File: config.mk
export PLATFORM = sky130hd
export DESIGN_NAME = cascaded_timer_watchdog
export DESIGN_NICKNAME = d
export VERILOG_FILES = /design/src/hw/cascaded_timer_watchdog.v /design/src/hw/event_sampler.v /design/src/hw/machine_cycle.v
export VERILOG_INCLUDE_DIRS = /design/src /design/src/hw
export SDC_FILE = /design/constraint.sdc
export NUM_CORES = 1
export LEC_CHECK = 0
export BUFFER_PORTS_ARGS = -buffer_cell sky130_fd_sc_hd__buf_2
export CAP_MARGIN = 20
export CORE_MARGIN = 2
export CORE_UTILIZATION = 56
export CTS_BUF_LIST = sky130_fd_sc_hd__clkbuf_16
export CTS_CLUSTER_DIAMETER = 40
export DETAILED_ROUTE_END_ITERATION = 8
export PLACE_DENSITY_LB_ADDON = 0.2
export SLEW_MARGIN = 5
export SYNTH_ARGS = -nofsm -noshare
export SYNTH_HDL_FRONTEND = slang
export SYNTH_SLANG_ARGS = --single-unit
export TNS_END_PERCENT = 30
File: constraint.sdc
create_clock -name clock -period 5.2 [get_ports clock]
set_clock_uncertainty 0.1 [all_clocks]
set_input_delay 1.04 -clock clock [delete_from_list [all_inputs] [get_ports clock]]
set_output_delay 1.04 -clock clock [all_outputs]
set_load 0.01 [all_outputs]
File: src/hw/cascade_timer_defs.vh
`ifndef CASCADE_TIMER_DEFS_VH
`define CASCADE_TIMER_DEFS_VH
// apb register byte addresses
`define ADDR_CONFIG 12'h000
`define ADDR_MODE 12'h004
`define ADDR_CTRL 12'h008
`define ADDR_LOW_COUNT 12'h00c
`define ADDR_HIGH_COUNT 12'h010
`define ADDR_POWER 12'h014
`define ADDR_STATUS 12'h018
// config register bits
`define CFG_WATCHDOG 7
`define CFG_CASCADE 6
// mode register fields
`define MODE_LOW_SRC 2
`define MODE_LOW_M_HI 1
`define MODE_LOW_M_LO 0
`define MODE_HIGH_SRC 6
`define MODE_HIGH_M_HI 5
`define MODE_HIGH_M_LO 4
// control register bits
`define CTRL_LOW_RUN 4
`define CTRL_LOW_FLAG 5
`define CTRL_HIGH_RUN 6
`define CTRL_HIGH_FLAG 7
// power control bit
`define PWR_DOWN 1
// machine cycle phases, 12 clocks per machine cycle
`define PHASE_LAST 4'hb
`define PHASE_STATE3_PHASE1 4'h4
`define PHASE_STATE5_PHASE1 4'h8
`define PHASE_STATE5_PHASE2 4'h9
// timer modes
`define TMODE_13 2'h0
`define TMODE_16 2'h1
`define TMODE_RELOAD 2'h2
`define TMODE_SPLIT 2'h3
// reset values
`define RST_BYTE 8'h00
`define RST_SP 8'h07
`define RST_PORT 8'hff
`define WD_RESET_CYCLES 3'h5
`endif

File: src/hw/cascaded_timer_watchdog.v
// Our own choices: the register addresses and the APB interface to the registers.
`timescale 1ns/1ns
`include "cascade_timer_defs.vh"
module cascaded_timer_watchdog (
  // clock and reset
  input wire clock,
  input wire sys_rst,
  // apb slave
  input wire psel,
  input wire penable,
  input wire pwrite,
  input wire [11:0] paddr,
  input wire [31:0] pwdata,
  output reg [31:0] prdata,
  output wire pready,
  output wire pslverr,
  // count inputs
  input wire lowCountInput,
  input wire highCountInput,
  // chip side
  output reg chipReset,
  output reg lowTimerInterrupt,
  output reg highTimerInterrupt,
  output reg [7:0] stackPointerReset,
  output reg [7:0] portLatchReset
);
  reg [7:0] configReg;
  reg [7:0] modeReg;
  reg [7:0] ctrlReg;
  reg [7:0] powerReg;
  reg [15:0] lowCount;
  reg [15:0] highCount;
  reg [7:0] lowReload;
  reg [7:0] highReload;
  reg [2:0] resetCycles;
  reg resetPending;
  wire state3_phase1;
  wire state5_phase1;
  wire state5_phase2;
  wire cycleEnd;
  wire lowFall;
  wire highFall;
  wire apbWrite = psel & penable & pwrite;
  wire cascade = configReg[`CFG_CASCADE];
  wire watchdog = configReg[`CFG_WATCHDOG];
  wire lowSrc = modeReg[`MODE_LOW_SRC];
  wire highSrc = modeReg[`MODE_HIGH_SRC];
  wire [1:0] lowMode = modeReg[`MODE_LOW_M_HI:`MODE_LOW_M_LO];
  wire [1:0] highMode = modeReg[`MODE_HIGH_M_HI:`MODE_HIGH_M_LO];
  wire lowRun = ctrlReg[`CTRL_LOW_RUN];
  wire highRun = ctrlReg[`CTRL_HIGH_RUN];
  wire lowFlag = ctrlReg[`CTRL_LOW_FLAG];
  wire highFlag = ctrlReg[`CTRL_HIGH_FLAG];
  machine_cycle cycleGen (
    .clock(clock),
    .sys_rst(sys_rst),
    .strobeS3P1(state3_phase1),
    .strobeS5P1(state5_phase1),
    .strobeS5P2(state5_phase2),
    .cycleEnd(cycleEnd)
  );
  // one sampler per count input
  wire [1:0] countPins = {highCountInput, lowCountInput};
  wire [1:0] fallEvents;
  genvar ch;
  generate
    for (ch = 0; ch < 2; ch = ch + 1) begin : g_sampler
      event_sampler u_sampler (
        .clock(clock),
        .sys_rst(sys_rst),
        .sampleStrobe(state5_phase2),
        .pin(countPins[ch]),
        .fallEvent(fallEvents[ch])
      );
    end
  endgenerate
  assign lowFall = fallEvents[0];
  assign highFall = fallEvents[1];
  // count ticks; events latched until next state3_phase1
  reg lowEvtHeld;
  reg highEvtHeld;
  wire powerDown = powerReg[`PWR_DOWN];
  wire lowTick = state3_phase1 & (lowSrc ? lowEvtHeld : ~powerDown);
  wire highTick = state3_phase1 & (highSrc ? highEvtHeld : ~powerDown);
  wire casTick = state3_phase1 & (lowSrc ? lowEvtHeld : ~powerDown);
  // next counter values
  reg [15:0] next_lowCount;
  reg [15:0] next_highCount;
  reg lowOvf;
  reg highOvf;
  always @* begin
    next_lowCount = lowCount;
    next_highCount = highCount;
    lowOvf = 1'b0;
    highOvf = 1'b0;
    if (cascade) begin
      if (casTick) begin
        {lowOvf, next_lowCount} = {1'b0, lowCount} + 17'h1;
        if (lowOvf) begin
          {highOvf, next_highCount} = {1'b0, highCount} + 17'h1;
        end
        lowOvf = 1'b0;
      end
    end else begin
      if (lowTick & lowRun) begin
        case (lowMode)
          `TMODE_13: begin
            next_lowCount = {3'h0, lowCount[12:0] + 13'h1};
            lowOvf = &lowCount[12:0];
          end
          `TMODE_16: begin
            {lowOvf, next_lowCount} = {1'b0, lowCount} + 17'h1;
          end
          `TMODE_RELOAD: begin
            lowOvf = &lowCount[7:0];
            next_lowCount = {8'h0, lowOvf ? lowReload : lowCount[7:0] + 8'h1};
          end
          `TMODE_SPLIT: begin
            lowOvf = &lowCount[7:0];
            next_lowCount = {lowCount[15:8], lowCount[7:0] + 8'h1};
          end
          default: begin
            next_lowCount = lowCount;
          end
        endcase
      end
      // split mode: upper byte counts cycles and owns the high flag
      if (lowMode == `TMODE_SPLIT) begin
        if (state3_phase1 & ~powerDown & highRun) begin
          highOvf = &lowCount[15:8];
          next_lowCount = {lowCount[15:8] + 8'h1, next_lowCount[7:0]};
        end
      end else if (highTick & highRun) begin
        case (highMode)
          `TMODE_13: begin
            next_highCount = {3'h0, highCount[12:0] + 13'h1};
            highOvf = &highCount[12:0];
          end
          `TMODE_16: begin
            {highOvf, next_highCount} = {1'b0, highCount} + 17'h1;
          end
          `TMODE_RELOAD: begin
            highOvf = &highCount[7:0];
            next_highCount = {8'h0, highOvf ? highReload : highCount[7:0] + 8'h1};
          end
          default: begin
            next_highCount = highCount;
          end
        endcase
      end
    end
  end
  // pending overflow raised at state5_phase1
  reg lowOvfHeld;
  reg highOvfHeld;
  wire wdFire = watchdog & highOvfHeld & state5_phase1;
  always @(posedge clock or posedge sys_rst) begin
    if (sys_rst) begin
      configReg <= `RST_BYTE;
      modeReg <= `RST_BYTE;
      ctrlReg <= `RST_BYTE;
      powerReg <= `RST_BYTE;
      lowCount <= 16'h0;
      highCount <= 16'h0;
      lowReload <= `RST_BYTE;
      highReload <= `RST_BYTE;
      lowEvtHeld <= 1'b0;
      highEvtHeld <= 1'b0;
      lowOvfHeld <= 1'b0;
      highOvfHeld <= 1'b0;
      resetPending <= 1'b0;
      resetCycles <= 3'h0;
      chipReset <= 1'b0;
      lowTimerInterrupt <= 1'b0;
      highTimerInterrupt <= 1'b0;
      stackPointerReset <= `RST_SP;
      portLatchReset <= `RST_PORT;
    end else if (chipReset) begin
      configReg <= `RST_BYTE;
      modeReg <= `RST_BYTE;
      ctrlReg <= `RST_BYTE;
      powerReg <= `RST_BYTE;
      lowCount <= 16'h0;
      highCount <= 16'h0;
      lowReload <= `RST_BYTE;
      highReload <= `RST_BYTE;
      lowEvtHeld <= 1'b0;
      highEvtHeld <= 1'b0;
      lowOvfHeld <= 1'b0;
      highOvfHeld <= 1'b0;
      lowTimerInterrupt <= 1'b0;
      highTimerInterrupt <= 1'b0;
      stackPointerReset <= `RST_SP;
      portLatchReset <= `RST_PORT;
      if (cycleEnd) begin
        if (resetCycles == 3'h1) begin
          chipReset <= 1'b0;
        end
        resetCycles <= resetCycles - 3'h1;
      end
    end else begin
      lowCount <= next_lowCount;
      highCount <= next_highCount;
      if (state3_phase1) begin
        lowEvtHeld <= 1'b0;
        highEvtHeld <= 1'b0;
      end
      if (lowFall) begin
        lowEvtHeld <= 1'b1;
      end
      if (highFall) begin
        highEvtHeld <= 1'b1;
      end
      if (lowOvf) begin
        lowOvfHeld <= 1'b1;
      end
      if (highOvf) begin
        highOvfHeld <= 1'b1;
      end
      if (state5_phase1) begin
        lowOvfHeld <= 1'b0;
        highOvfHeld <= 1'b0;
      end
      if (wdFire) begin
        resetPending <= 1'b1;
      end
      if (resetPending & cycleEnd) begin
        resetPending <= 1'b0;
        chipReset <= 1'b1;
        resetCycles <= `WD_RESET_CYCLES;
      end
      if (apbWrite) begin
        case (paddr)
          `ADDR_CONFIG: configReg <= pwdata[7:0];
          `ADDR_MODE: modeReg <= pwdata[7:0];
          `ADDR_CTRL: ctrlReg <= pwdata[7:0];
          `ADDR_LOW_COUNT: begin
            lowCount <= pwdata[15:0];
            lowReload <= pwdata[23:16];
          end
          `ADDR_HIGH_COUNT: begin
            highCount <= pwdata[15:0];
            highReload <= pwdata[23:16];
          end
          `ADDR_POWER: powerReg <= pwdata[7:0];
          default: begin
          end
        endcase
      end
      // flags set at state5_phase1; set wins over a same-cycle write
      if (state5_phase1 & lowOvfHeld) begin
        ctrlReg[`CTRL_LOW_FLAG] <= 1'b1;
      end
      if (state5_phase1 & highOvfHeld) begin
        ctrlReg[`CTRL_HIGH_FLAG] <= 1'b1;
      end
      lowTimerInterrupt <= lowFlag;
      highTimerInterrupt <= highFlag & ~watchdog;
    end
  end
  // apb read, zero wait states
  reg [31:0] next_prdata;
  always @* begin
    next_prdata = 32'h0;
    case (paddr)
      `ADDR_CONFIG: next_prdata = {24'h0, configReg};
      `ADDR_MODE: next_prdata = {24'h0, modeReg};
      `ADDR_CTRL: next_prdata = {24'h0, ctrlReg};
      `ADDR_LOW_COUNT: next_prdata = {8'h0, lowReload, lowCount};
      `ADDR_HIGH_COUNT: next_prdata = {8'h0, highReload, highCount};
      `ADDR_POWER: next_prdata = {24'h0, powerReg};
      `ADDR_STATUS: next_prdata = {29'h0, resetPending, chipReset, highFlag};
      default: next_prdata = 32'h0;
    endcase
  end
  always @(posedge clock or posedge sys_rst) begin
    if (sys_rst) begin
      prdata <= 32'h0;
    end else if (psel & ~penable & ~pwrite) begin
      prdata <= next_prdata;
    end
  end
  assign pready = 1'b1;
  assign pslverr = 1'b0;
endmodule // cascaded_timer_watchdog

File: src/hw/event_sampler.v
`timescale 1ns/1ns
`include "cascade_timer_defs.vh"
module event_sampler (
  // clock and reset
  input wire clock,
  input wire sys_rst,
  // sampling strobe
  input wire sampleStrobe,
  // external pin
  input wire pin,
  // falling edge pulse
  output reg fallEvent
);
  reg sync1;
  reg sync2;
  reg lastSample;
  always @(posedge clock or posedge sys_rst) begin
    if (sys_rst) begin
      sync1 <= 1'b0;
      sync2 <= 1'b0;
      lastSample <= 1'b0;
      fallEvent <= 1'b0;
    end else begin
      sync1 <= pin;
      sync2 <= sync1;
      fallEvent <= 1'b0;
      if (sampleStrobe) begin
        lastSample <= sync2;
        fallEvent <= lastSample & ~sync2;
      end
    end
  end
endmodule // event_sampler

File: src/hw/machine_cycle.v
`timescale 1ns/1ns
`include "cascade_timer_defs.vh"
module machine_cycle (
  // clock and reset
  input wire clock,
  input wire sys_rst,
  // phase strobes
  output wire strobeS3P1,
  output wire strobeS5P1,
  output wire strobeS5P2,
  output wire cycleEnd
);
  reg [3:0] phase;
  always @(posedge clock or posedge sys_rst) begin
    if (sys_rst) begin
      phase <= 4'h0;
    end else if (phase == `PHASE_LAST) begin
      phase <= 4'h0;
    end else begin
      phase <= phase + 4'h1;
    end
  end
  assign strobeS3P1 = (phase == `PHASE_STATE3_PHASE1);
  assign strobeS5P1 = (phase == `PHASE_STATE5_PHASE1);
  assign strobeS5P2 = (phase == `PHASE_STATE5_PHASE2);
  assign cycleEnd = (phase == `PHASE_LAST);
endmodule // machine_cycle

==> flow_summary.ini, run 1 <==
[die]
die_y_um = 123
initial_utilization = 0.575
ioPinCount = 104
num_rows = 43
die_w_um = 123
die-area_sq_um = 15200
core-area_sq_um = 13900

[final_layout]
utilization = 0.640
area_delta_synth_final_pct = 11.3
instances_no_fill = 1164
final_nets = 1031
drive_gt1_frac = 0.141
finalInstanceArea_sq_um = 8890
antennaDiodeCount = 0

[clock_tree]
root_buffer = clkbuf_16
worstSkewPairLatency_ns = 0.43
hold_buffers = 0
post_cts_buffers = 0
ctsResizeCount = 0
cts_tree = yes
cts.sinks = 127
cts.path.max_buffers = 2
clk_pin_slew_ns = 0.06
cts_made_buffers = 17
htreeDepth = 4

[synthesis]
async_reset_ff_frac = 1.00
synth_most_common_cell = nand2_1
synth_top_family_by_area = simple AND/OR/NAND/NOR gates
yosys.area_share.simple = 0.236
synth-compound-area-share = 0.219
synth_common_cells = nand2_1 (145), dfrtp_1 (127), a21oi_1 (74)
yosys_register_bits = 127
synth_top_cell_by_area = dfrtp_1
synth-xor-area-share = 0.0230
yosys_warnings = 0
synth_top_area_frac = 0.398
synth.area.top_cells = dfrtp_1 (40%), nand2_1 (6.8%), a21oi_1 (4.6%), o21ai_0 (3.4%), nand3_1 (3.0%)
synthMuxAreaShare = 0.0388
synth.avg_cell_area_sq_um = 8.45
seq_area_frac_synth = 0.398
synthFlopType = dfrtp_1
syn_area_sq_um = 7990
synthAdderAreaFrac = 0.0141
synth_edf_count = 0
synth_cell_types = 82
netlist_instances = 945

[timing]
setup_viol_count_final = 0
period_needed_ns = 3.40
hold_viol = 0
finalCritPeriodShare = 0.655
fmax_mhz = 294
slew_headroom = 0.302
worstMarginPinSlew_ns = 1.04
slew_viol_final = 0
rsz0062_at_grt = false
fin_tns_setup_ns = 0

[setup_path]
crit_family = simple AND/OR/NAND/NOR gates
start_kind = input port
worstPathArrival_ns = 3.67
cp_num_buf_inv = 1
required_ns = 5.47
worstPathMaxFanout = 13
critPathCaptureType = flop
crit_path_max_incr_delay_ns = 0.76
r2r_slack_ns = 2.18
criticalPathCategory = input port to flop
crit_slowest_cell = nor3_2
path_cells = buf_2, or4_4, or3_1, nor3_2, a222oi_1, a21oi_1, a21o_1

[power_and_ir_drop]
worst_ir_drop_vdd_v = 0.000261
p_leak_uw = 0.00369
power_uw = 2390
power.density_nw_per_um2 = 269

[drt]
routedWlPerCell_um = 21.1
wirelength_um = 24500
drtIter0Drc = 919
drt_pre_antenna_iters = 6
vias = 7621
final_antenna_net_count = 0
drc = 0
viasPerCell = 6.55

[run]
maxCapViolations = 0

[placement]
hpwl_um = 16800
placed_area_sq_um = 8250
io_buffers = 69
dp.cells = 1132
gp_congestion = 0.946

[global_routing]
grt_pass1_wl_um = 38000
grt_max_degree = 58
grt_remaining_overflow = 0
track_usage = 0.332
grt_pass1_vias = 6965
antenna_found_initial = 0

[run_status]
status = completed

[hold_path]
hold_path.class = flop to flop
kinds of logic (layout without fill, tap and decap cells):
group | Yosys count | count (layout)
AO/OA/AOI/OAI | 266 | 266
XOR/XNOR | 21 | 21
adder cells (fa/ha/maj) | 9 | 9
buffers and inverters | 115 | 130
flip-flops | 127 | 127
multiplexers | 28 | 28
other | 2 | 26
AND/OR/NAND/NOR | 377 | 377
registers in the layout (all words and copies together) (netlist names), 2 cells and up:
name	cells
g_sampler.u_sampler.sync2	2
ctrlReg	8
modeReg	8
resetCycles	3
prdata	24
lowReload	8
g_sampler.u_sampler.fallEvent	2
configReg	8
g_sampler.u_sampler.sync1	2
highReload	8
highCount	16
powerReg	8
g_sampler.u_sampler.lastSample	2
cycleGen.phase	4
lowCount	16
layout by cell type, fill, tap and decap left out, types with 12 or more instances in the layout:
master / netlist / layout
nor3_1: 20 / 20
a21oi_1: 74 / 74
clkbuf_16: 0 / 17
buf_4: 26 / 12
nand3_1: 48 / 48
nor2_1: 56 / 56
nand2_1: 145 / 145
xnor2_1: 19 / 19
nand4_1: 21 / 21
dfrtp_1: 127 / 126
a211oi_1: 12 / 12
o21ai_0: 55 / 55
a22oi_1: 18 / 18
buf_2: 10 / 69
mux2i_1: 22 / 22
inv_1: 17 / 17
conb_1: 2 / 26
power breakdown:
part | internal (uW) | switching [uW] | leakage, uW
clock | 809 | 485 | 0.000300
sequential | 995 | 9.03 | 0.00168
combinational | 26.8 | 69.0 | 0.00171
routing by layer:
| layer | GRT usage | vias up | wire, um |
|---|---|---|---|
| met5 | 0 | - | 0 |
| met1 | 0.451 | 3668 | 10100 |
| li1 | - | 3465 | - |
| met3 | 0.0747 | 67 | 2200 |
| met4 | 0.146 | 0 | 899 |
| met2 | 0.510 | 421 | 11300 |
path summary, 6_finish.rpt:
path,start,end,depth (start not counted)
worst min-delay path,g_sampler[1].u_sampler.sync1$_DFF_PP0_,g_sampler[1].u_sampler.sync2$_DFF_PP0_,0
max in group asynchronous,sys_rst,lowCount[14]$_DFF_PP0_,3
min in group asynchronous,sys_rst,resetCycles[2]$_DFFE_PP0P_,2
worst max-delay path,paddr[7],prdata[1]$_DFFE_PP0P_,7
worst min register to register,g_sampler[1].u_sampler.sync1$_DFF_PP0_,g_sampler[1].u_sampler.sync2$_DFF_PP0_,0
worst max register to register,lowCount[1]$_DFF_PP0_,highCount[10]$_DFF_PP0_,8
stage by stage:
step           hold slack (ns)  setup WS [ns]
6_report                 0.251           1.80
5_1_grt                  0.256           1.73
4_1_cts                  0.254           1.88
3_5_place_dp             0.239           1.44
3_3_place_gp             0.233           1.47
2_1_floorplan            0.231          0.676
worst reg2reg max path, cell delays in order (launching register included):
cell,delay (ns)
dfrtp_1,0.51
ha_1,0.33
nand4_1,0.25
a2111oi_2,0.36
buf_4,0.28
nand2_1,0.26
mux2i_1,0.18
a2111oi_0,0.55
a21o_1,0.13
layout make-up:
class | instances | area, sq um
tap | 180 | 225
sequential | 127 | 3180
multi-input combinational | 727 | 4350
fill | 1253 | 4990
timing repair buffer | 81 | 435
inverter | 17 | 66.3
clock inverter | 15 | 209
clock buffer | 17 | 425
(Power assumes the default switching activity.)
==> run 2: changes to the inputs <==
Settings changed: CORE_UTILIZATION 56 to 53.
Clock period 5.2 ns to 3 ns, I/O delays scaled along.
==> flow_summary.ini, run 2 (synthesized netlist as in run 1, its figures left out) <==
[die]
die_w_um = 127
die-area_sq_um = 16100
num_rows = 44
ioPinCount = 104
core-area_sq_um = 14600
initial_utilization = 0.545
die_y_um = 127

[final_layout]
largest_reg_flops = 24
final_common_cell = nand2_1
final_nets = 1076
area_delta_synth_final_pct = 15.2
antennaDiodeCount = 0
drive_gt1_frac = 0.180
largest-register = prdata
final_cell_mix = nand2_1 (145), dfrtp_1 (126), a21oi_1 (74)
multi_input_area_sq_um = 4350
ff_latch_area_sq_um = 3180
fillers = 1308
top_regs = prdata: 24 flops, highCount: 16 flops, lowCount: 16 flops

[drt]
final_antenna_net_count = 0
drtIter0Drc = 978
drt_pre_antenna_iters = 8
wirelength_um = 25300
routedWlPerCell_um = 20.9
drc = 0
vias = 7781
viasPerCell = 6.41

[timing]
setup_viol_count_final = 0
slew_viol_final = 0
slew_headroom = 0.527
fmax_mhz = 365
finalCritPeriodShare = 0.913
period_needed_ns = 2.74
fin_ws_ns = 0.260
rsz0062_at_grt = false
hold_viol = 0
worstMarginPinSlew_ns = 0.692
fin_tns_setup_ns = 0

[global_routing]
grt_remaining_overflow = 0
track_usage = 0.323
grt_max_degree = 90
antenna_found_initial = 0
grt_pass1_wl_um = 40200
grt_pass1_vias = 7331

[setup_path]
worstPathArrival_ns = 2.95
criticalPathCategory = flop to flop
start_kind = flop
r2r-start = highCount[1]$_DFF_PP0_
worstPathMaxFanout = 7
critPathCaptureType = flop
cp-startpoint = highCount[1]$_DFF_PP0_
required_ns = 3.21

[clock_tree]
cts.sinks = 127
htreeDepth = 4
worstSkewPairLatency_ns = 0.43
cts.path.max_buffers = 2
root_buffer = clkbuf_16
hold_buffers = 0
cts_tree = yes
post_cts_buffers = 0
cts_made_buffers = 17
ctsResizeCount = 0
clk_pin_slew_ns = 0.07

[power_and_ir_drop]
power.density_nw_per_um2 = 429
p_leak_uw = 0.00390
worst_ir_drop_vdd_v = 0.000385

[placement]
hpwl_um = 18200
io_buffers = 69
dp_slack_ns = 0.0906
gp_congestion = 0.963

[hold_path]
hold_path.class = input port to flop
hp-start = highCountInput

[run]
maxCapViolations = 0

[run_status]
status = completed
## run 2: cell types whose count changed in the layout (fill, tap and decap cells not counted), sizes merged
cell and change:
buf +45, bufinv -4, clkinv +1, clkinvlp -1
inv +4
## run 2: power by group
part	switching, uW	leakage (uW)	total, uW	internal, uW
Combinational	123	0.00194	176	53.0
Sequential	14.7	0.00168	1740	1720
Clock	929	0.000278	2030	1100
Total	1070	0.00390	3950	2880
## run 2: final cells by class
class	count	share of cell area
multi-input cells	727	0.472
flip-flops and latches	127	0.345
repair buffers	126	0.0881
clock buffers	17	0.0462
well taps	184	0.0250
clock inverters	15	0.0158
inverters	17	0.00734
## run 2: worst paths after layout
kind	to	slack, ns	depth (start not counted)
max	highCount[7]$_DFF_PP0_	0.26	7
min	g_sampler[1].u_sampler.sync1$_DFF_PP0_	0.17	1
max reg2reg	highCount[7]$_DFF_PP0_	0.26	7
min reg2reg	g_sampler[1].u_sampler.sync2$_DFF_PP0_	0.25	0
max in group asynchronous	prdata[16]$_DFFE_PP0P_	2.18	3
min in group asynchronous	ctrlReg[3]$_DFFE_PP0P_	0.21	3
## run 2: metrics by stage
step | area, sq um | hold WS, ns | cells | util | power (uW)
final | 9210 | 0.172 | 1213 | 0.629 | 3950
after global routing | 9210 | 0.152 | 1213 | 0.629 | 4060
after CTS | 9210 | 0.163 | 1213 | 0.629 | 3960
after detailed placement | 8630 | 0.235 | 1181 | 0.590 | 1940
after global placement | 8630 | 0.233 | 1181 | 0.590 | 1940
after floorplan | 8080 | 0.231 | 969 | - | 1890
## run 2: metal layers
metal | wire length [um] | global-route usage | vias to the layer above
met5 | 0 | 0 | -
met4 | 1050 | 0.155 | 0
met3 | 2200 | 0.0671 | 74
met2 | 11200 | 0.484 | 443
met1 | 10900 | 0.451 | 3712
li1 | - | - | 3552
## run 2: critical path: stages (launching register included)
cell     delay, ns
dfrtp_1       0.46
ha_1          0.29
nand3_1       0.25
or3_1         0.50
or3_1         0.49
o21ba_2       0.26
a32oi_1       0.18
o21ai_0       0.10
